[config.mk]
export PLATFORM = sky130hd
export DESIGN_NAME = bdu_core
export DESIGN_NICKNAME = d
export VERILOG_FILES = /design/src/hdl/bdu_pkg.sv /design/src/hdl/bdu_core.sv /design/src/hdl/bdu_pin_rx.sv /design/src/hdl/bdu_pin_tx.sv
export SDC_FILE = /design/constraint.sdc
export NUM_CORES = 1
export LEC_CHECK = 0
export BUFFER_PORTS_ARGS = -buffer_cell sky130_fd_sc_hd__buf_2
export CAP_MARGIN = 20
export CORE_MARGIN = 3
export CORE_UTILIZATION = 39
export CTS_CLUSTER_SIZE = 30
export DETAILED_ROUTE_END_ITERATION = 8
export PLACE_DENSITY = 0.6
export RECOVER_POWER = 100
export SYNTH_ARGS = -nofsm -noshare
export SYNTH_HDL_FRONTEND = slang
export SYNTH_SLANG_ARGS = --single-unit
[constraint.sdc]
create_clock -name clk_i -period 5.3 [get_ports clk_i]
set_clock_uncertainty 0.15 [all_clocks]
set_input_delay 0.53 -clock clk_i [delete_from_list [all_inputs] [get_ports clk_i]]
set_output_delay 0.53 -clock clk_i [all_outputs]
set_load 0.03 [all_outputs]
[src/hdl/bdu_pkg.sv]
// Shared constants and types of the single-wire background debug unit
`default_nettype none
package bdu_pkg;
	// Hardware commands, executed without the CPU, then the tagged go, which is ignored
	localparam logic [7:0] CMD_BACKGROUND = 8'h90;
	localparam logic [7:0] CMD_ACK_ENABLE = 8'hd5;
	localparam logic [7:0] CMD_ACK_DISABLE = 8'hd6;
	localparam logic [7:0] CMD_READ_DEBUG_REG_COMMAND = 8'he4;
	localparam logic [7:0] CMD_WRITE_DEBUG_REG_COMMAND = 8'hc4;
	localparam logic [7:0] CMD_READ_BYTE = 8'he0;
	localparam logic [7:0] CMD_WRITE_BYTE = 8'hc0;
	localparam logic [7:0] CMD_READ_WORD = 8'he8;
	localparam logic [7:0] CMD_WRITE_WORD = 8'hc8;
	localparam logic [7:0] CMD_TAGGED_GO = 8'h18;
	// Firmware commands occupy a contiguous opcode range
	localparam logic [7:0] FW_CMD_BASE = 8'h80;
	localparam logic [7:0] FW_CMD_COUNT = 8'h0e;
	localparam logic [23:0] FW_TABLE_BASE = 24'h7fff20;
	// Debug space: status register and family byte
	localparam logic [15:0] DBG_PAGE = 16'h7fff;
	localparam logic [7:0] OFS_STATUS = 8'h01;
	localparam logic [7:0] OFS_FAMILY = 8'h0f;
	localparam int ST_ENABLE_BIT = 7;
	localparam int ST_ACTIVE_BIT = 6;
	localparam int ST_CLKSEL_BIT = 2;
	localparam int ST_UNSEC_BIT = 1;
	localparam logic [23:0] REG_SPACE_TOP = 24'h000800;
	// Shift counts
	localparam logic [4:0] BYTE_LAST = 5'h07;
	localparam logic [4:0] WORD_LAST = 5'h0f;
	localparam logic [4:0] ADDR_LAST = 5'h17;
	// Pin timing in clock cycles
	localparam logic [7:0] SAMPLE_CYC = 8'h0a;
	localparam logic [7:0] SYNC_MIN_CYC = 8'ha0;
	localparam logic [7:0] SYNC_GAP_CYC = 8'h10;
	localparam logic [7:0] SYNC_PULSE_CYC = 8'h80;
	localparam logic [7:0] ACK_CYC = 8'h10;
	localparam logic [7:0] TX_LOW_CYC = 8'h0d;
	typedef enum logic [2:0] {
		ST_CMD    = 3'b000,
		ST_ADDR   = 3'b001,
		ST_WDATA  = 3'b010,
		ST_ACCESS = 3'b011,
		ST_FW     = 3'b100,
		ST_ACK    = 3'b101,
		ST_TX     = 3'b110
	} bdu_state_t;
endpackage
`default_nettype wire

[src/hdl/bdu_core.sv]
// Single-wire background debug unit: command engine, modes, security, low power
// Overview of operation
// - Host talks to the unit through one two-way pin and nothing else.
// - Pin level at reset, with the emulation mode input, picks the operating mode; afterwards it is the debug line.
// - Long host low gets a sync pulse back; completed operations answer with an ack pulse.
// - The tagged-go command is not implemented and is ignored.
// - Family identification byte reads from a fixed debug-space address.
// - Nine hardware commands work without active state and use only free bus cycles.
// - Firmware commands dispatch through a lookup table in firmware ROM.
// - Firmware commands run only after the unit has been enabled.
// - Special single-chip mode leaves reset enabled and active.
// - Emulation modes leave reset enabled but not active.
// - Emulation modes set the clock source select bit out of reset unless the device is secured.
// - Secured device allows a small subset and blocks non-volatile memory access.
// - Secured special single-chip with failed erase check still reaches register space.
// - Hardware commands work until every bus master is in stop.
// - CPU wait or stop ignores firmware and background; reads, writes and ack enable/disable remain.
// - CPU cannot enter low power while the unit is active.
// - Unit clocks stop with all masters stopped and restart when any leaves.
// - Clock restart soft-resets: clears instruction, aborts command, disables ack.
// - The unit has no run-mode power saving controls.
// - Hardware sets the active flag; only the firmware table exit clears it.
// - After the reset strap, clock source select is written only by the hardware register write command.
`default_nettype none
module bdu_core #(
	parameter logic [7:0] FAMILY_ID = 8'h5a // Arbitrary value
) (
	input  wire logic        clk_i,
	input  wire logic        resetn_i,
	input  wire logic        pin_i,
	output logic             pin_o,
	output logic             pin_oen_o,
	input  wire logic        emul_mode_i,
	input  wire logic        secure_i,
	input  wire logic        nvm_erased_i,
	input  wire logic        all_stop_i,
	input  wire logic        cpu_lowpower_i,
	input  wire logic        bus_free_i,
	input  wire logic        bus_ack_i,
	input  wire logic [15:0] bus_rdata_i,
	output logic             bus_req_o,
	output logic             bus_we_o,
	output logic             bus_word_o,
	output logic [23:0]      bus_addr_o,
	output logic [15:0]      bus_wdata_o,
	output logic             fw_cmd_valid_o,
	output logic [7:0]       fw_cmd_o,
	output logic [23:0]      fw_entry_addr_o,
	input  wire logic        fw_done_i,
	input  wire logic        fw_exit_i,
	output logic             bgnd_req_o,
	output logic             lowpower_block_o,
	output logic             clk_stop_o,
	output logic             special_mode_o,
	output logic             debug_enable_o,
	output logic             clksel_o
);
	// ****************************************
	// Reset release
	// ****************************************
	logic rst_meta;
	logic rst_n;
	always_ff @(posedge clk_i or negedge resetn_i) begin
		if (!resetn_i) begin
			rst_meta <= 1'b0;
			rst_n <= 1'b0;
		end else begin
			rst_meta <= 1'b1;
			rst_n <= rst_meta;
		end
	end

	// ****************************************
	// State
	// ****************************************
	typedef struct packed {
		bdu_pkg::bdu_state_t st;
		logic [7:0]          cmd;
		logic [23:0]         addr;
		logic [15:0]         data;
		logic [4:0]          cnt;
		logic                enable;
		logic                active;
		logic                clksel;
		logic                ack_en;
		logic                special;
		logic                emul;
		logic                strap_done;
		logic                stop_q;
		logic                fw_pulse;
	} bdu_core_t;
	bdu_core_t q, next_q;

	logic       rx_fall;
	logic       rx_bit_valid;
	logic       rx_bit;
	logic       rx_sync;
	logic       tx_start;
	logic [7:0] tx_delay;
	logic [7:0] tx_len;
	logic       tx_busy;
	logic [7:0] cmd_w;
	logic       secure_eff;
	logic       is_bd;
	logic       is_wr;
	logic       is_rd;
	logic       is_word;
	logic       is_fw;
	logic       access_ok;
	logic       in_case;
	logic [7:0] bd_rdata;
	logic [7:0] fw_index;

	// ****************************************
	// Pin engines
	// ****************************************
	bdu_pin_rx u_rx (
		.clk_i       (clk_i),
		.rst_n_i     (rst_n),
		.pin_i       (pin_i),
		.mute_i      (tx_busy),
		.fall_o      (rx_fall),
		.bit_valid_o (rx_bit_valid),
		.bit_o       (rx_bit),
		.sync_o      (rx_sync)
	);
	bdu_pin_tx u_tx (
		.clk_i   (clk_i),
		.rst_n_i (rst_n),
		.start_i (tx_start),
		.delay_i (tx_delay),
		.len_i   (tx_len),
		.oen_o   (pin_oen_o),
		.busy_o  (tx_busy)
	);
	assign pin_o = 1'b0;

	// ****************************************
	// Decode
	// ****************************************
	assign cmd_w = {q.cmd[6:0], rx_bit};
	assign secure_eff = secure_i & ~nvm_erased_i;
	assign is_bd = (q.cmd == bdu_pkg::CMD_READ_DEBUG_REG_COMMAND) || (q.cmd == bdu_pkg::CMD_WRITE_DEBUG_REG_COMMAND);
	assign is_wr = (q.cmd == bdu_pkg::CMD_WRITE_DEBUG_REG_COMMAND) || (q.cmd == bdu_pkg::CMD_WRITE_BYTE)
		|| (q.cmd == bdu_pkg::CMD_WRITE_WORD);
	assign is_rd = (q.cmd == bdu_pkg::CMD_READ_DEBUG_REG_COMMAND) || (q.cmd == bdu_pkg::CMD_READ_BYTE)
		|| (q.cmd == bdu_pkg::CMD_READ_WORD);
	assign is_word = (q.cmd == bdu_pkg::CMD_READ_WORD) || (q.cmd == bdu_pkg::CMD_WRITE_WORD);
	assign is_fw = (cmd_w >= bdu_pkg::FW_CMD_BASE) && (cmd_w < bdu_pkg::FW_CMD_BASE + bdu_pkg::FW_CMD_COUNT);
	// Secured parts see nothing but register space, and that only in special mode
	assign access_ok = !secure_eff || (q.special && q.addr < bdu_pkg::REG_SPACE_TOP);
	assign in_case = q.strap_done && !all_stop_i && !q.stop_q && !rx_sync;

	always_comb begin
		bd_rdata = 8'h00;
		if (q.addr[7:0] == bdu_pkg::OFS_STATUS) begin
			bd_rdata[bdu_pkg::ST_ENABLE_BIT] = q.enable;
			bd_rdata[bdu_pkg::ST_ACTIVE_BIT] = q.active;
			bd_rdata[bdu_pkg::ST_CLKSEL_BIT] = q.clksel;
			bd_rdata[bdu_pkg::ST_UNSEC_BIT] = q.special & secure_i & nvm_erased_i;
		end else if (q.addr[7:0] == bdu_pkg::OFS_FAMILY) begin
			bd_rdata = FAMILY_ID;
		end
	end

	// ****************************************
	// Command engine
	// ****************************************
	always_comb begin
		next_q = q;
		next_q.stop_q = all_stop_i;
		next_q.fw_pulse = 1'b0;
		tx_start = 1'b0;
		tx_delay = 8'h00;
		tx_len = 8'h00;
		if (!q.strap_done) begin
			// Pin still holds its strap level in the first cycle after release
			next_q.strap_done = 1'b1;
			next_q.special = ~pin_i;
			next_q.emul = emul_mode_i & pin_i;
			next_q.enable = ~pin_i | (emul_mode_i & pin_i);
			next_q.active = ~pin_i;
			next_q.clksel = emul_mode_i & pin_i & ~secure_i;
		end else if (all_stop_i) begin
			// Clocks are gated off here; nothing is taken
			next_q.st = bdu_pkg::ST_CMD;
			next_q.cnt = 5'h00;
		end else if (q.stop_q) begin
			next_q.st = bdu_pkg::ST_CMD;
			next_q.cmd = 8'h00;
			next_q.cnt = 5'h00;
			next_q.ack_en = 1'b0;
		end else if (rx_sync) begin
			// A sync aborts whatever was under way
			next_q.st = bdu_pkg::ST_CMD;
			next_q.cnt = 5'h00;
			tx_start = !tx_busy;
			tx_delay = bdu_pkg::SYNC_GAP_CYC;
			tx_len = bdu_pkg::SYNC_PULSE_CYC;
		end else begin
			if (fw_exit_i) begin
				next_q.active = 1'b0;
			end
			unique case (q.st)
				bdu_pkg::ST_CMD: begin
					if (rx_bit_valid) begin
						next_q.cmd = cmd_w;
						next_q.cnt = q.cnt + 5'h01;
						if (q.cnt == bdu_pkg::BYTE_LAST) begin
							next_q.cnt = 5'h00;
							if (cmd_w == bdu_pkg::CMD_BACKGROUND) begin
								if (q.enable && !cpu_lowpower_i) begin
									next_q.active = 1'b1;
									next_q.st = bdu_pkg::ST_ACK;
								end
							end else if (cmd_w == bdu_pkg::CMD_ACK_ENABLE) begin
								next_q.ack_en = 1'b1;
								next_q.st = bdu_pkg::ST_ACK;
							end else if (cmd_w == bdu_pkg::CMD_ACK_DISABLE) begin
								next_q.ack_en = 1'b0;
							end else if (cmd_w == bdu_pkg::CMD_READ_DEBUG_REG_COMMAND || cmd_w == bdu_pkg::CMD_WRITE_DEBUG_REG_COMMAND
								|| cmd_w == bdu_pkg::CMD_READ_BYTE || cmd_w == bdu_pkg::CMD_WRITE_BYTE
								|| cmd_w == bdu_pkg::CMD_READ_WORD || cmd_w == bdu_pkg::CMD_WRITE_WORD) begin
								next_q.st = bdu_pkg::ST_ADDR;
							end else if (is_fw && q.enable && q.active && !cpu_lowpower_i && !secure_eff) begin
								next_q.st = bdu_pkg::ST_FW;
								next_q.fw_pulse = 1'b1;
							end
							// Tagged go and unknown opcodes fall back to waiting
						end
					end
				end
				bdu_pkg::ST_ADDR: begin
					if (rx_bit_valid) begin
						next_q.addr = {q.addr[22:0], rx_bit};
						next_q.cnt = q.cnt + 5'h01;
						if (q.cnt == bdu_pkg::ADDR_LAST) begin
							next_q.cnt = 5'h00;
							next_q.st = is_wr ? bdu_pkg::ST_WDATA : bdu_pkg::ST_ACCESS;
						end
					end
				end
				bdu_pkg::ST_WDATA: begin
					if (rx_bit_valid) begin
						next_q.data = {q.data[14:0], rx_bit};
						next_q.cnt = q.cnt + 5'h01;
						if (q.cnt == (is_word ? bdu_pkg::WORD_LAST : bdu_pkg::BYTE_LAST)) begin
							next_q.cnt = 5'h00;
							next_q.st = bdu_pkg::ST_ACCESS;
						end
					end
				end
				bdu_pkg::ST_ACCESS: begin
					if (is_bd) begin
						next_q.st = bdu_pkg::ST_ACK;
						if (!is_wr) begin
							next_q.data = {bd_rdata, 8'h00};
						end else if (!secure_eff && q.addr[7:0] == bdu_pkg::OFS_STATUS) begin
							next_q.enable = q.data[bdu_pkg::ST_ENABLE_BIT];
							next_q.clksel = q.data[bdu_pkg::ST_CLKSEL_BIT];
						end
					end else if (!access_ok) begin
						next_q.data = 16'h0000;
						next_q.st = bdu_pkg::ST_ACK;
					end else if (bus_req_o && bus_ack_i) begin
						if (!is_wr) begin
							next_q.data = is_word ? bus_rdata_i : {bus_rdata_i[7:0], 8'h00};
						end
						next_q.st = bdu_pkg::ST_ACK;
					end
				end
				bdu_pkg::ST_FW: begin
					if (fw_done_i) begin
						next_q.st = bdu_pkg::ST_ACK;
					end
				end
				bdu_pkg::ST_ACK: begin
					if (!q.ack_en || !tx_busy) begin
						tx_start = q.ack_en;
						tx_len = bdu_pkg::ACK_CYC;
						next_q.st = is_rd ? bdu_pkg::ST_TX : bdu_pkg::ST_CMD;
						next_q.cnt = is_word ? bdu_pkg::WORD_LAST : bdu_pkg::BYTE_LAST;
						if (!is_rd) begin
							next_q.cnt = 5'h00;
						end
					end
				end
				bdu_pkg::ST_TX: begin
					if (rx_fall) begin
						// Host opens each cell; a zero is held low past its sample point
						tx_start = ~q.data[15];
						tx_len = bdu_pkg::TX_LOW_CYC;
						next_q.data = {q.data[14:0], 1'b0};
					end
					// Cells are counted by their decoded bit so the last one never leaks into the next command
					if (rx_bit_valid) begin
						next_q.cnt = q.cnt - 5'h01;
						if (q.cnt == 5'h00) begin
							next_q.cnt = 5'h00;
							next_q.st = bdu_pkg::ST_CMD;
						end
					end
				end
				default: begin
					next_q.st = bdu_pkg::ST_CMD;
				end
			endcase
		end
	end

	always_ff @(posedge clk_i or negedge rst_n) begin
		if (!rst_n) begin
			q <= '0;
		end else begin
			q <= next_q;
		end
	end

	// ****************************************
	// Outputs
	// ****************************************
	assign bus_req_o = (q.st == bdu_pkg::ST_ACCESS) && !is_bd && access_ok && bus_free_i;
	assign bus_we_o = is_wr;
	assign bus_word_o = is_word;
	assign bus_addr_o = q.addr;
	assign bus_wdata_o = q.data;
	assign fw_index = q.cmd - bdu_pkg::FW_CMD_BASE;
	assign fw_entry_addr_o = bdu_pkg::FW_TABLE_BASE + {15'h0000, fw_index, 1'b0};
	assign fw_cmd_valid_o = q.fw_pulse;
	assign fw_cmd_o = q.cmd;
	assign bgnd_req_o = q.active;
	assign lowpower_block_o = q.active;
	// Stopping the unit clocks is left to the clock controller; no run-mode saving here
	assign clk_stop_o = all_stop_i;
	assign special_mode_o = q.special;
	assign debug_enable_o = q.enable;
	assign clksel_o = q.clksel;

	// ****************************************
	// Assertions
	// ****************************************
	property p_strap_special;
		@(posedge clk_i) disable iff (!rst_n) $rose(q.strap_done) && q.special |-> q.enable && q.active;
	endproperty
	a_strap_special: assert property (p_strap_special) else $error("Special mode not enabled and active");
	property p_strap_emul;
		@(posedge clk_i) disable iff (!rst_n)
			$rose(q.strap_done) && q.emul |-> q.enable && !q.active && (q.clksel || $past(secure_i));
	endproperty
	a_strap_emul: assert property (p_strap_emul) else $error("Emulation reset state wrong");
	property p_soft_reset;
		@(posedge clk_i) disable iff (!rst_n)
			q.strap_done && q.stop_q && !all_stop_i |=> q.st == bdu_pkg::ST_CMD && !q.ack_en && q.cmd == 8'h00;
	endproperty
	a_soft_reset: assert property (p_soft_reset) else $error("No soft reset on clock restart");
	property p_stop_idle;
		@(posedge clk_i) disable iff (!rst_n) q.strap_done && all_stop_i |=> q.st == bdu_pkg::ST_CMD && !bus_req_o;
	endproperty
	a_stop_idle: assert property (p_stop_idle) else $error("Command ran with all masters stopped");
	property p_bus_gate;
		@(posedge clk_i) disable iff (!rst_n)
			bus_req_o |-> bus_free_i && (!secure_eff || (q.special && q.addr < bdu_pkg::REG_SPACE_TOP));
	endproperty
	a_bus_gate: assert property (p_bus_gate) else $error("Bus request outside free or permitted space");
	property p_fw_gate;
		@(posedge clk_i) disable iff (!rst_n) fw_cmd_valid_o |-> q.enable && !$past(cpu_lowpower_i);
	endproperty
	a_fw_gate: assert property (p_fw_gate) else $error("Firmware command while disabled or low power");
	property p_active_clear;
		@(posedge clk_i) disable iff (!rst_n) $fell(q.active) |-> $past(fw_exit_i);
	endproperty
	a_active_clear: assert property (p_active_clear) else $error("Active flag cleared without table exit");
	property p_active_set;
		@(posedge clk_i) disable iff (!rst_n)
			$rose(q.active) && $past(q.strap_done) |-> $past(rx_bit_valid && q.st == bdu_pkg::ST_CMD)
			&& $past(q.enable) && !$past(cpu_lowpower_i);
	endproperty
	a_active_set: assert property (p_active_set) else $error("Active flag set without background");
	property p_clksel_write;
		@(posedge clk_i) disable iff (!rst_n)
			$changed(q.clksel) && $past(q.strap_done) |-> $past(q.st == bdu_pkg::ST_ACCESS && q.cmd == bdu_pkg::CMD_WRITE_DEBUG_REG_COMMAND);
	endproperty
	a_clksel_write: assert property (p_clksel_write) else $error("Clock select changed without register write");
	property p_sync_pulse;
		@(posedge clk_i) disable iff (!rst_n)
			rx_sync && q.strap_done && !all_stop_i && !q.stop_q && !tx_busy |-> ##18 !pin_oen_o ##128 pin_oen_o;
	endproperty
	a_sync_pulse: assert property (p_sync_pulse) else $error("Sync answer pulse wrong");
	property p_tagged_go;
		@(posedge clk_i) disable iff (!rst_n)
			in_case && q.st == bdu_pkg::ST_CMD && rx_bit_valid && q.cnt == bdu_pkg::BYTE_LAST
			&& cmd_w == bdu_pkg::CMD_TAGGED_GO |=> q.st == bdu_pkg::ST_CMD && !fw_cmd_valid_o;
	endproperty
	a_tagged_go: assert property (p_tagged_go) else $error("Tagged go was acted upon");
	property p_family;
		@(posedge clk_i) disable iff (!rst_n)
			in_case && q.st == bdu_pkg::ST_ACCESS && q.cmd == bdu_pkg::CMD_READ_DEBUG_REG_COMMAND
			&& q.addr == {bdu_pkg::DBG_PAGE, bdu_pkg::OFS_FAMILY} |=> q.data[15:8] == FAMILY_ID;
	endproperty
	a_family: assert property (p_family) else $error("Family byte read wrong");
	c_sync: cover property (@(posedge clk_i) disable iff (!rst_n) rx_sync ##1 tx_busy);
	c_fw: cover property (@(posedge clk_i) disable iff (!rst_n) fw_cmd_valid_o);
	c_bus_read: cover property (@(posedge clk_i) disable iff (!rst_n) bus_req_o && bus_ack_i && !bus_we_o);
	c_ack: cover property (@(posedge clk_i) disable iff (!rst_n) q.st == bdu_pkg::ST_ACK && q.ack_en && !tx_busy);
endmodule
`default_nettype wire

[src/hdl/bdu_pin_rx.sv]
// Receive side of the debug pin: bit cells and long-low sync requests
`default_nettype none
module bdu_pin_rx #(
	parameter logic [7:0] SAMPLE   = bdu_pkg::SAMPLE_CYC,
	parameter logic [7:0] SYNC_MIN = bdu_pkg::SYNC_MIN_CYC
) (
	input  wire logic clk_i,
	input  wire logic rst_n_i,
	input  wire logic pin_i,
	input  wire logic mute_i,
	output logic      fall_o,
	output logic      bit_valid_o,
	output logic      bit_o,
	output logic      sync_o
);
	if (SAMPLE == 8'h00 || SAMPLE >= SYNC_MIN) begin : g_chk
		$error("Sample point must lie inside the sync threshold");
	end
	typedef struct packed {
		logic       prev;
		logic       low;
		logic [7:0] cnt;
		logic       fall;
		logic       bvalid;
		logic       bval;
		logic       sync;
	} bdu_rx_t;
	bdu_rx_t q, next_q;
	always_comb begin
		next_q = q;
		next_q.prev = pin_i;
		next_q.fall = 1'b0;
		next_q.bvalid = 1'b0;
		next_q.sync = 1'b0;
		// Edges seen while this end drives the pin are its own and are ignored
		if (q.prev && !pin_i && !mute_i) begin
			next_q.low = 1'b1;
			next_q.cnt = 8'h00;
			next_q.fall = 1'b1;
		end else if (q.low) begin
			if (q.cnt != 8'hff) begin
				next_q.cnt = q.cnt + 8'h01;
			end
			if (pin_i) begin
				next_q.low = 1'b0;
				next_q.sync = (q.cnt >= SYNC_MIN);
				next_q.bvalid = (q.cnt < SAMPLE);
				next_q.bval = 1'b1;
			end else if (q.cnt == SAMPLE) begin
				next_q.bvalid = 1'b1;
				next_q.bval = 1'b0;
			end
		end
	end
	always_ff @(posedge clk_i or negedge rst_n_i) begin
		if (!rst_n_i) begin
			q <= '{prev: 1'b1, default: '0};
		end else begin
			q <= next_q;
		end
	end
	assign fall_o = q.fall;
	assign bit_valid_o = q.bvalid;
	assign bit_o = q.bval;
	assign sync_o = q.sync;
endmodule
`default_nettype wire

[src/hdl/bdu_pin_tx.sv]
// Transmit side of the debug pin: delayed low pulses of set length
`default_nettype none
module bdu_pin_tx (
	input  wire logic       clk_i,
	input  wire logic       rst_n_i,
	input  wire logic       start_i,
	input  wire logic [7:0] delay_i,
	input  wire logic [7:0] len_i,
	output logic            oen_o,
	output logic            busy_o
);
	typedef struct packed {
		logic       busy;
		logic       drive;
		logic [7:0] dly;
		logic [7:0] len;
	} bdu_tx_t;
	bdu_tx_t q, next_q;
	always_comb begin
		next_q = q;
		if (!q.busy) begin
			if (start_i && len_i != 8'h00) begin
				next_q.busy = 1'b1;
				next_q.dly = delay_i;
				next_q.len = len_i - 8'h01;
			end
		end else if (q.dly != 8'h00) begin
			next_q.dly = q.dly - 8'h01;
		end else if (!q.drive) begin
			next_q.drive = 1'b1;
		end else if (q.len == 8'h00) begin
			next_q.drive = 1'b0;
			next_q.busy = 1'b0;
		end else begin
			next_q.len = q.len - 8'h01;
		end
	end
	always_ff @(posedge clk_i or negedge rst_n_i) begin
		if (!rst_n_i) begin
			q <= '0;
		end else begin
			q <= next_q;
		end
	end
	// Open drain: only ever pulls low
	assign oen_o = ~q.drive;
	assign busy_o = q.busy;
endmodule
`default_nettype wire

---- Word-level counts from Yosys, hierarchy flattened ----
Index checks and enable logic that the tools add are counted.
operators by class
  $add $sub $neg .......................... 8
  $lt $le $gt $ge ......................... 5
  equal/unequal tests ..................... 60
  mux-type cells .......................... 134
  bitwise operators ....................... 16
  reduce and logical (&&, ||, !) cells .... 62
operator list
  kind                   count
  $mux 16                9
  $eq 8x8->1 const B     15
  $mux 5                 16
  $mux 8                 10
  $mux 3                 26
  $mux 1                 48
  $mux 24                2
  $mux 48                1
  $pmux 16 s3            1
  $ne 5x4->1 const B     6
  $pmux 5 s5             1
  $add 23x9->24 const A  1
  $lt 24x12->1 const B   1
  $reduce_bool 8->1      3
  $sub 8x1->8 const B    3
  $mux 11                2
  $mux 21                1
  $pmux 3 s7             1
  $mux 4                 5
  $ne 5x3->1 const B     4
  $mux 9                 2
  $ne 2x2->1 const B     9
  $eq 8x4->1 const B     2
  $ge 8x8->1 const B     2
  44 further kinds       114
storage, ports and cells
  register bits ........................... 98
  input bits .............................. 28
  logic and storage cells ................. 311

---- Depth between registers and ports, before layout ----
Gate-level depths: netlist of the first run.
  depth after elaboration ................. 18
  depth in mapped cells ................... 11

---- Modules after synthesis ----
Synthesis of the first run repeated with hierarchy kept, for this count alone.
second synthesis, totals
  cell total of the unflattened synthesis .. 666
  area total of the unflattened synthesis .. 6,244.7 um^2
modules (own cells, without submodules)
  module      times used  cells each  area an instance (um^2)  seq. area each (um^2)
  bdu_core    1           457         4,226.6                  1,651.6
  bdu_pin_tx  1           139         1,288.7                  450.4
  bdu_pin_rx  1           70          729.4                    351.6

---- Worst setup path after synthesis of the first run ----
OpenSTA, ideal clock, no wires.
  path kind ............................... register to output
  from .................................... register q, in the netlist fw_cmd_o[5]
  to ...................................... output port bus_req_o
  data arrival time ....................... 2.181 ns
  required time ........................... 4.620 ns
  slack ................................... 2.439 ns
  cell stages (with the launch flop) ...... 9
  cells stage by stage .................... dfrtp_1 -> clkbuf_1 -> inv_1 -> ha_1 -> o211a_1 -> and2_1 -> clkbuf_1 -> or3_1 -> nor2_1
on the way
  cells in the longest elaborated chain, start to end .. 6
ends and longest elaborated chain
  item                                RTL line         RTL
  start, declared                     bdu_core.sv:92   bdu_core_t q, next_q;
  start signal, assigned              bdu_core.sv:315  q <= next_q;
  $eq 8x8->1                          bdu_core.sv:143  assign is_bd = (q.cmd == bdu_pkg::CMD_READ_DEBUG_REG_COMMAND) || (q.cmd == bdu_pkg::CMD_WRITE_DEBUG_REG_COMMAN ...
  $logic_or 1x1->1 (*)                bdu_core.sv:143
  $logic_not 1->1 (*)                 bdu_core.sv:322  assign bus_req_o = (q.st == bdu_pkg::ST_ACCESS) && !is_bd && access_ok && bus_free_i;
  $logic_and 1x1->1 (*) (3 in a row)  bdu_core.sv:322
  end, declared                       bdu_core.sv:41   output logic bus_req_o,
Mark *: on every way between the ends. The rest lies on a longest branch, timed or not.

---- Worst setup path in the final report of the first run ----
  from .................................... register q[64] (netlist name)
  to ...................................... register q, in the netlist bus_wdata_o[9]
on the way
  cells in the longest elaborated chain, start to end .. 7
ends and longest elaborated chain
  item                                RTL line                          RTL
  $eq 3x2->1                          bdu_core.sv:204, bdu_core.sv:322
  $logic_and 1x1->1 (3 in a row)      bdu_core.sv:322
  $logic_and 1x1->1                   bdu_core.sv:265                   end else if (bus_req_o && bus_ack_i) begin
  $ne 4x4->1 (no source line)         n/a
  $reduce_and 10->1 (no source line)  n/a
Parallel ways exist; a longest one is shown, timed or not.
A chain may end at the register's enable or synchronous reset.

==> results.json, run 1 <==
{
  "vdd_drop_max_v": 0.000149,
  "maxCapViolations": 1,
  "cts.reportedPaths.clkPinSlew_ns": 0.07,
  "worstHoldPathType": "reg -> reg",
  "r2r-end": "bus_wdata_o[9]",
  "drc": 0,
  "leakagePower_nw": 2.79,
  "cts-buffers-inserted": 9,
  "async_flop_share": 1.00,
  "syn_area_um2": 5910,
  "cts_setup_buffers": 0,
  "root_buffer": "clkbuf_16",
  "tns_ns": 0,
  "rrSetupSlack_ns": 1.38,
  "dp_hpwl_mm": 10.3,
  "cts_buffer_depth": 2,
  "synth_top_area_share": 0.411,
  "synth_area_per_cell_um2": 9.19,
  "row_count": 44,
  "rsz0062_at_grt": "false",
  "area_growth_pct": 6.35,
  "hold_violations": 0,
  "critical_path_required_ns": 5.33,
  "rr_worst_depth": 6,
  "violations": "max-capacitance violations, max-slew violations",
  "place_congestion": 0.850,
  "cp.arrival_ns": 3.94,
  "crit_start": "q[64]",
  "viasPerCell": 5.55,
  "start_util": 0.402,
  "yosysTopAreaCell": "dfrtp_1",
  "instances_no_fill": 863,
  "yosys-top-cells-area": "dfrtp_1 (41%), buf_4 (8.5%), mux2_2 (5.1%)",
  "core_um2": 14700,
  "antenna_found_initial": 0,
  "post-route-period-util": 0.739,
  "wirelength_mm": 14.3,
  "wl_per_cell_um": 16.6,
  "n_antenna_cell": 0,
  "finalSetupViolCount": 0,
  "numPlacedInstances": 845,
  "yosys-top-cells-count": "dfrtp_1 (97), buf_4 (67), nor2_1 (55)",
  "clk_latency_ns": 0.35,
  "synth-edff-count": 0,
  "clock.fmax_mhz": 255,
  "ant_nets": 0,
  "first_global_vias": 4626,
  "boundaryPins": 112,
  "die_y_um": 129,
  "status": "finished with violations",
  "powerDensity_nw_per_um2": 243,
  "drt_iter0_drc": 320,
  "cp-end-kind": "flip-flop",
  "portBuffers": 109,
  "endpoint": "bus_wdata_o[9]",
  "post_cts_resized": 0,
  "drive_gt1_frac": 0.106,
  "vias": 4792,
  "synth_most_common_cell": "dfrtp_1",
  "crit_fanout": 24,
  "setup_slack_ns": 1.38,
  "ys_ff_latch": 98,
  "crit_type": "reg -> reg",
  "layout.nets": 712,
  "die_area_um2": 16700,
  "crit_path_start_kind": "flip-flop",
  "dr.pass1.iters": 4,
  "min_period_ns": 3.92,
  "grt_max_degree": 57,
  "drv_slew": 42,
  "ys_seq_area_frac": 0.415,
  "tightestPinTransition_ns": 1.66,
  "dp_slack_ns": 1.75,
  "synth_cell_types": 68,
  "grt_usage": 0.171,
  "die_w_um": 129,
  "htree_levels": 3,
  "netlist_instances": 643,
  "synthFlopType": "dfrtp_1",
  "yosysWarnings": 0,
  "grt_pass1_wl_mm": 23.0,
  "overflow": 0,
  "rr_startpoint": "q[64]",
  "clock-sinks": 98,
  "slew_headroom": -0.105,
  "cts_tree": "yes"
}
## worst min path at each step
stage,start,endpoint,slack (ns),cells after the start
6_report,rst_meta,rst_n,0.21,0
5_1_grt,rst_meta,rst_n,0.22,0
4_1_cts,rst_n,u_rx.q[8],0.20,0
3_5_place_dp,resetn_i,rst_meta,0.17,1
3_3_place_gp,resetn_i,rst_meta,0.17,1
2_1_floorplan,resetn_i,rst_meta,0.08,0
## area by class of cell
type | instances | area (µm²)
fillers | 1501 | 8410
multi-input cells | 425 | 2730
flip-flops and latches | 98 | 2450
repair buffers | 115 | 474
clock buffers | 11 | 243
well taps | 184 | 230
inverters | 25 | 93.8
clock inverters | 5 | 60.1
## kinds of logic after synthesis
family / count (synthesis) / share of synthesized area
other cells: 2 / 0.00127
fa+ha+maj: 10 / 0.0212
compound gates: 142 / 0.165
flops: 98 / 0.415
mux: 38 / 0.0701
xor+xnor: 13 / 0.0193
simple gates: 218 / 0.188
buf+inv: 122 / 0.120
## repair_timing
item / 4_1_cts / 5_1_grt
hold endpoints to repair: 2 / 0
setup endpoints to repair: 0 / 0
hold buffers: 1 / 0
## layout by cell type, fill, tap and decap left out, types with 10 or more instances in the layout
cell,Yosys,layout
a21oi_1,33,33
a22o_1,9,10
clkbuf_1,27,88
nor2_1,55,55
dfrtp_1,97,97
nand2_1,48,48
nor3_1,12,13
mux2_2,27,27
nand3_1,23,23
ha_1,10,10
buf_2,0,25
nor4_1,14,14
nand4_1,10,10
o21ai_0,27,26
inv_1,25,25
mux2i_1,11,11
a22oi_1,13,13
## critical path, cell delays in order, from the launching register on
cell and delay (ns):
dfrtp_1 0.77, nand3b_1 0.77, a21o_1 0.19, o22ai_1 0.09
a211oi_1 0.82, clkbuf_1 0.78, a31oi_1 0.17
## report_power, final
group / switching, mW / total, mW / internal (mW) / leakage, nW
Clock: 0.284 / 0.666 / 0.382 / 0.147
Combinational: 0.0497 / 0.0773 / 0.0276 / 1.34
Sequential: 0.0227 / 0.782 / 0.759 / 1.30
Total: 0.357 / 1.53 / 1.17 / 2.79
## through the flow
step,area [µm²],utilization,power [mW],hold slack (ns)
finish,6290,0.428,1.53,0.206
global route,6290,0.428,1.58,0.220
CTS,6440,0.438,1.55,0.202
detailed placement,6120,0.417,0.876,0.167
global placement,6120,0.417,0.874,0.167
floorplan,5920,-,0.841,0.0844
## registers in the layout (all words and copies together), names as in the netlist
name and flops:
u_rx.sync_o 1, u_tx.busy_o 1, u_tx.q 17, special_mode_o 1
u_rx.q 10, u_rx.fall_o 1, u_rx.bit_o 1, q 11
bus_wdata_o 16, bgnd_req_o 1, bus_addr_o 24, clksel_o 1
debug_enable_o 1, fw_cmd_o 8, u_rx.bit_valid_o 1, fw_cmd_valid_o 1
rst_n 1, rst_meta 1
## metal layers
| metal | vias to the layer above | GRT usage | part of all wire |
|---|---|---|---|
| met3 | 25 | 0.0276 | 0.045 |
| met2 | 125 | 0.281 | 0.48 |
| met1 | 2336 | 0.224 | 0.45 |
| met5 | - | 0 | 0 |
| met4 | 0 | 0.0729 | 0.021 |
| li1 | 2306 | - | - |
(Power assumes the default switching activity.)
==> run 2: changes to the inputs <==
--- a/config.mk
+++ b/config.mk
@@ -11,7 +11,7 @@
 export CORE_UTILIZATION = 39
 export CTS_CLUSTER_SIZE = 30
 export DETAILED_ROUTE_END_ITERATION = 8
-export PLACE_DENSITY = 0.6
+export PLACE_DENSITY = 0.62
 export RECOVER_POWER = 100
 export SYNTH_ARGS = -nofsm -noshare
 export SYNTH_HDL_FRONTEND = slang
==> constraint.sdc (replaced) <==
create_clock -name clk_i -period 3.5 [get_ports clk_i]
set_clock_uncertainty 0.15 [all_clocks]
set_input_delay 0.35 -clock clk_i [delete_from_list [all_inputs] [get_ports clk_i]]
set_output_delay 0.35 -clock clk_i [all_outputs]
set_load 0.03 [all_outputs]
==> run 2 against run 1 <==
Against the previous run:
- the flow now finishes without violations
- global-route usage is 0.18 points lower
- critical path depth is 1 higher
- sequential cell count stayed put
- sequential share of layout area is 0.37 points lower
- sequential power is 51% higher
- final area is 0.96% higher
- power is 51% higher
- first-iteration DRC count is 18% lower
- register-to-register slack worse by 0.91 ns
- critical endpoint is now bus_word_o
- largest cell class unchanged
==> results.json, run 2 (synthesized netlist as in run 1, its figures left out) <==
{
  "status": "finished clean",
  "clockPowerShare": 0.436,
  "cpPeakStageDelay_ns": 0.60,
  "layout.nets": 719,
  "crit_top_cell": "inv_1",
  "place_congestion": 0.879,
  "largest_reg_flops": 24,
  "antenna_found_initial": 0,
  "clock-sinks": 98,
  "slew_headroom": 0.0500,
  "holdPathStages": 1,
  "crit_fanout": 12,
  "drive_gt1_frac": 0.117,
  "power_switching_mw": 0.602,
  "rrSetupSlack_ns": 0.47,
  "post-route-period-util": 0.884,
  "crit_path_start_kind": "flip-flop",
  "crit_type": "reg -> out",
  "pwr-share-seq": 0.513,
  "rsz0062_at_grt": "false",
  "root_buffer": "clkbuf_16",
  "tightestPinTransition_ns": 1.42,
  "die_w_um": 129,
  "die_y_um": 129,
  "finalSetupViolCount": 0,
  "use_met1": 0.222,
  "cts.reportedPaths.clkPinSlew_ns": 0.07,
  "dr.pass1.iters": 5,
  "grt_pass1_wl_mm": 23.0,
  "drt_iter0_drc": 262,
  "path_cells": "inv_1 -> ha_1 -> o211a_1 -> nand4b_1 -> clkbuf_1 -> inv_1 -> buf_2",
  "crit_path_top_delay_cell": "clkbuf_1",
  "wirelength_mm": 14.0,
  "hp-start": "pin_i",
  "n_antenna_cell": 0,
  "final_common_cell": "dfrtp_1",
  "grt_max_degree": 38,
  "cts_buffer_depth": 2,
  "p_total_mw": 2.30,
  "final_cell_mix": "dfrtp_1 (97), clkbuf_1 (88), nor2_1 (55), nand2_1 (48), a21oi_1 (33)",
  "busiest_layer": "met2",
  "drc": 0,
  "vias": 4814,
  "hold_violations": 0,
  "die_area_um2": 16700,
  "viasPerCell": 5.53,
  "clock.fmax_mhz": 323,
  "leakagePower_nw": 2.82,
  "r2r-end": "bus_wdata_o[6]",
  "cp.arrival_ns": 2.59,
  "powerDensity_nw_per_um2": 363,
  "row_count": 44,
  "combPwrFrac": 0.051,
  "use_met2": 0.281,
  "switching_share": 0.261,
  "cp-end-kind": "primary output",
  "portBuffers": 109,
  "whs_ns": 0.0894,
  "min_to": "u_rx.q[13]",
  "clk_latency_ns": 0.36,
  "first_global_vias": 4605,
  "maxCapViolations": 0,
  "use_met3": 0.0338,
  "cts-buffers-inserted": 9,
  "grt_usage": 0.169,
  "overflow": 0,
  "rr_worst_depth": 8,
  "critical_path_required_ns": 3.00,
  "dp_hpwl_mm": 10.2,
  "area_growth_pct": 7.37,
  "start_util": 0.402,
  "rr_startpoint": "fw_cmd_o[5]",
  "worstHoldPathType": "in -> reg",
  "min_period_ns": 3.09,
  "htree_levels": 3,
  "vdd_drop_max_v": 0.000216,
  "core_um2": 14700,
  "drv_slew": 0,
  "boundaryPins": 112,
  "ant_nets": 0,
  "wl_per_cell_um": 16.1,
  "tns_ns": 0,
  "power.internal_mw": 1.70,
  "post_cts_resized": 0,
  "cts_tree": "yes"
}
## run 2: cell types whose count changed in the layout (fill, tap and decap cells not counted), moves of 2 or more
cell      before  now
clkinv_8       0    2
clkinv_4       0    2
buf_4          1    5
inv_8          0    2
## run 2: routing by layer
metal,part of all wire,vias to the layer above
met2,0.48,134
met3,0.051,16
li1,-,2325
met4,0.016,0
met1,0.45,2339
met5,0,-
## run 2: critical path, delay by kind of cell (launching register included)
| family | cells | cell delay, ns |
|---|---|---|
| buffers and inverters | 4 | 1.01 |
| DFF | 1 | 0.56 |
| AOI/OAI and AO/OA | 1 | 0.25 |
| adders and majority gates | 1 | 0.23 |
| and+or+nand+nor | 1 | 0.20 |
## run 2: per-stage QoR
stage | worst slack (ns) | util | area (µm²) | cells
floorplan | 0.420 | - | 5920 | 645
global placement | 0.736 | 0.421 | 6180 | 853
detailed placement | 0.607 | 0.421 | 6180 | 853
CTS | 0.510 | 0.442 | 6500 | 870
global route | 0.237 | 0.432 | 6350 | 870
finish | 0.406 | 0.432 | 6350 | 870
## run 2: worst max-delay path by stage
stage               cells after the start  slack [ns]   startpoint               to
floorplan                               0        0.42        rst_n       bgnd_req_o
global placement                        8        0.74    u_tx.q[8]        u_tx.q[5]
detailed placement                      8        0.61  fw_cmd_o[5]            q[62]
CTS                                     7        0.51  fw_cmd_o[5]        bus_req_o
global route                            1        0.24        rst_n  bus_wdata_o[15]
finish                                  7        0.41  fw_cmd_o[5]       bus_word_o
## run 2: layout make-up
class	instances	area (µm²)
fillers	1504	8350
multi-input cells	425	2750
flip-flops and latches	98	2450
repair buffers	122	518
well taps	184	230
clock buffers	9	225
inverters	25	93.8
clock inverters	7	81.3
## run 2: power by group through the flow
stage | Sequential [mW] | Combinational, mW | Clock, mW
finish | 1.18 | 0.118 | 1.00
CTS | 1.18 | 0.123 | 1.03
detailed placement | 1.20 | 0.122 | 0
global placement | 1.20 | 0.120 | 0
global route | 1.19 | 0.135 | 1.08
floorplan | 1.21 | 0.0645 | 0
## run 2: repair_timing
item	CTS	global route
hold buffers	1	0
buffers inserted	0	0
endpoints found under the hold margin	2	0
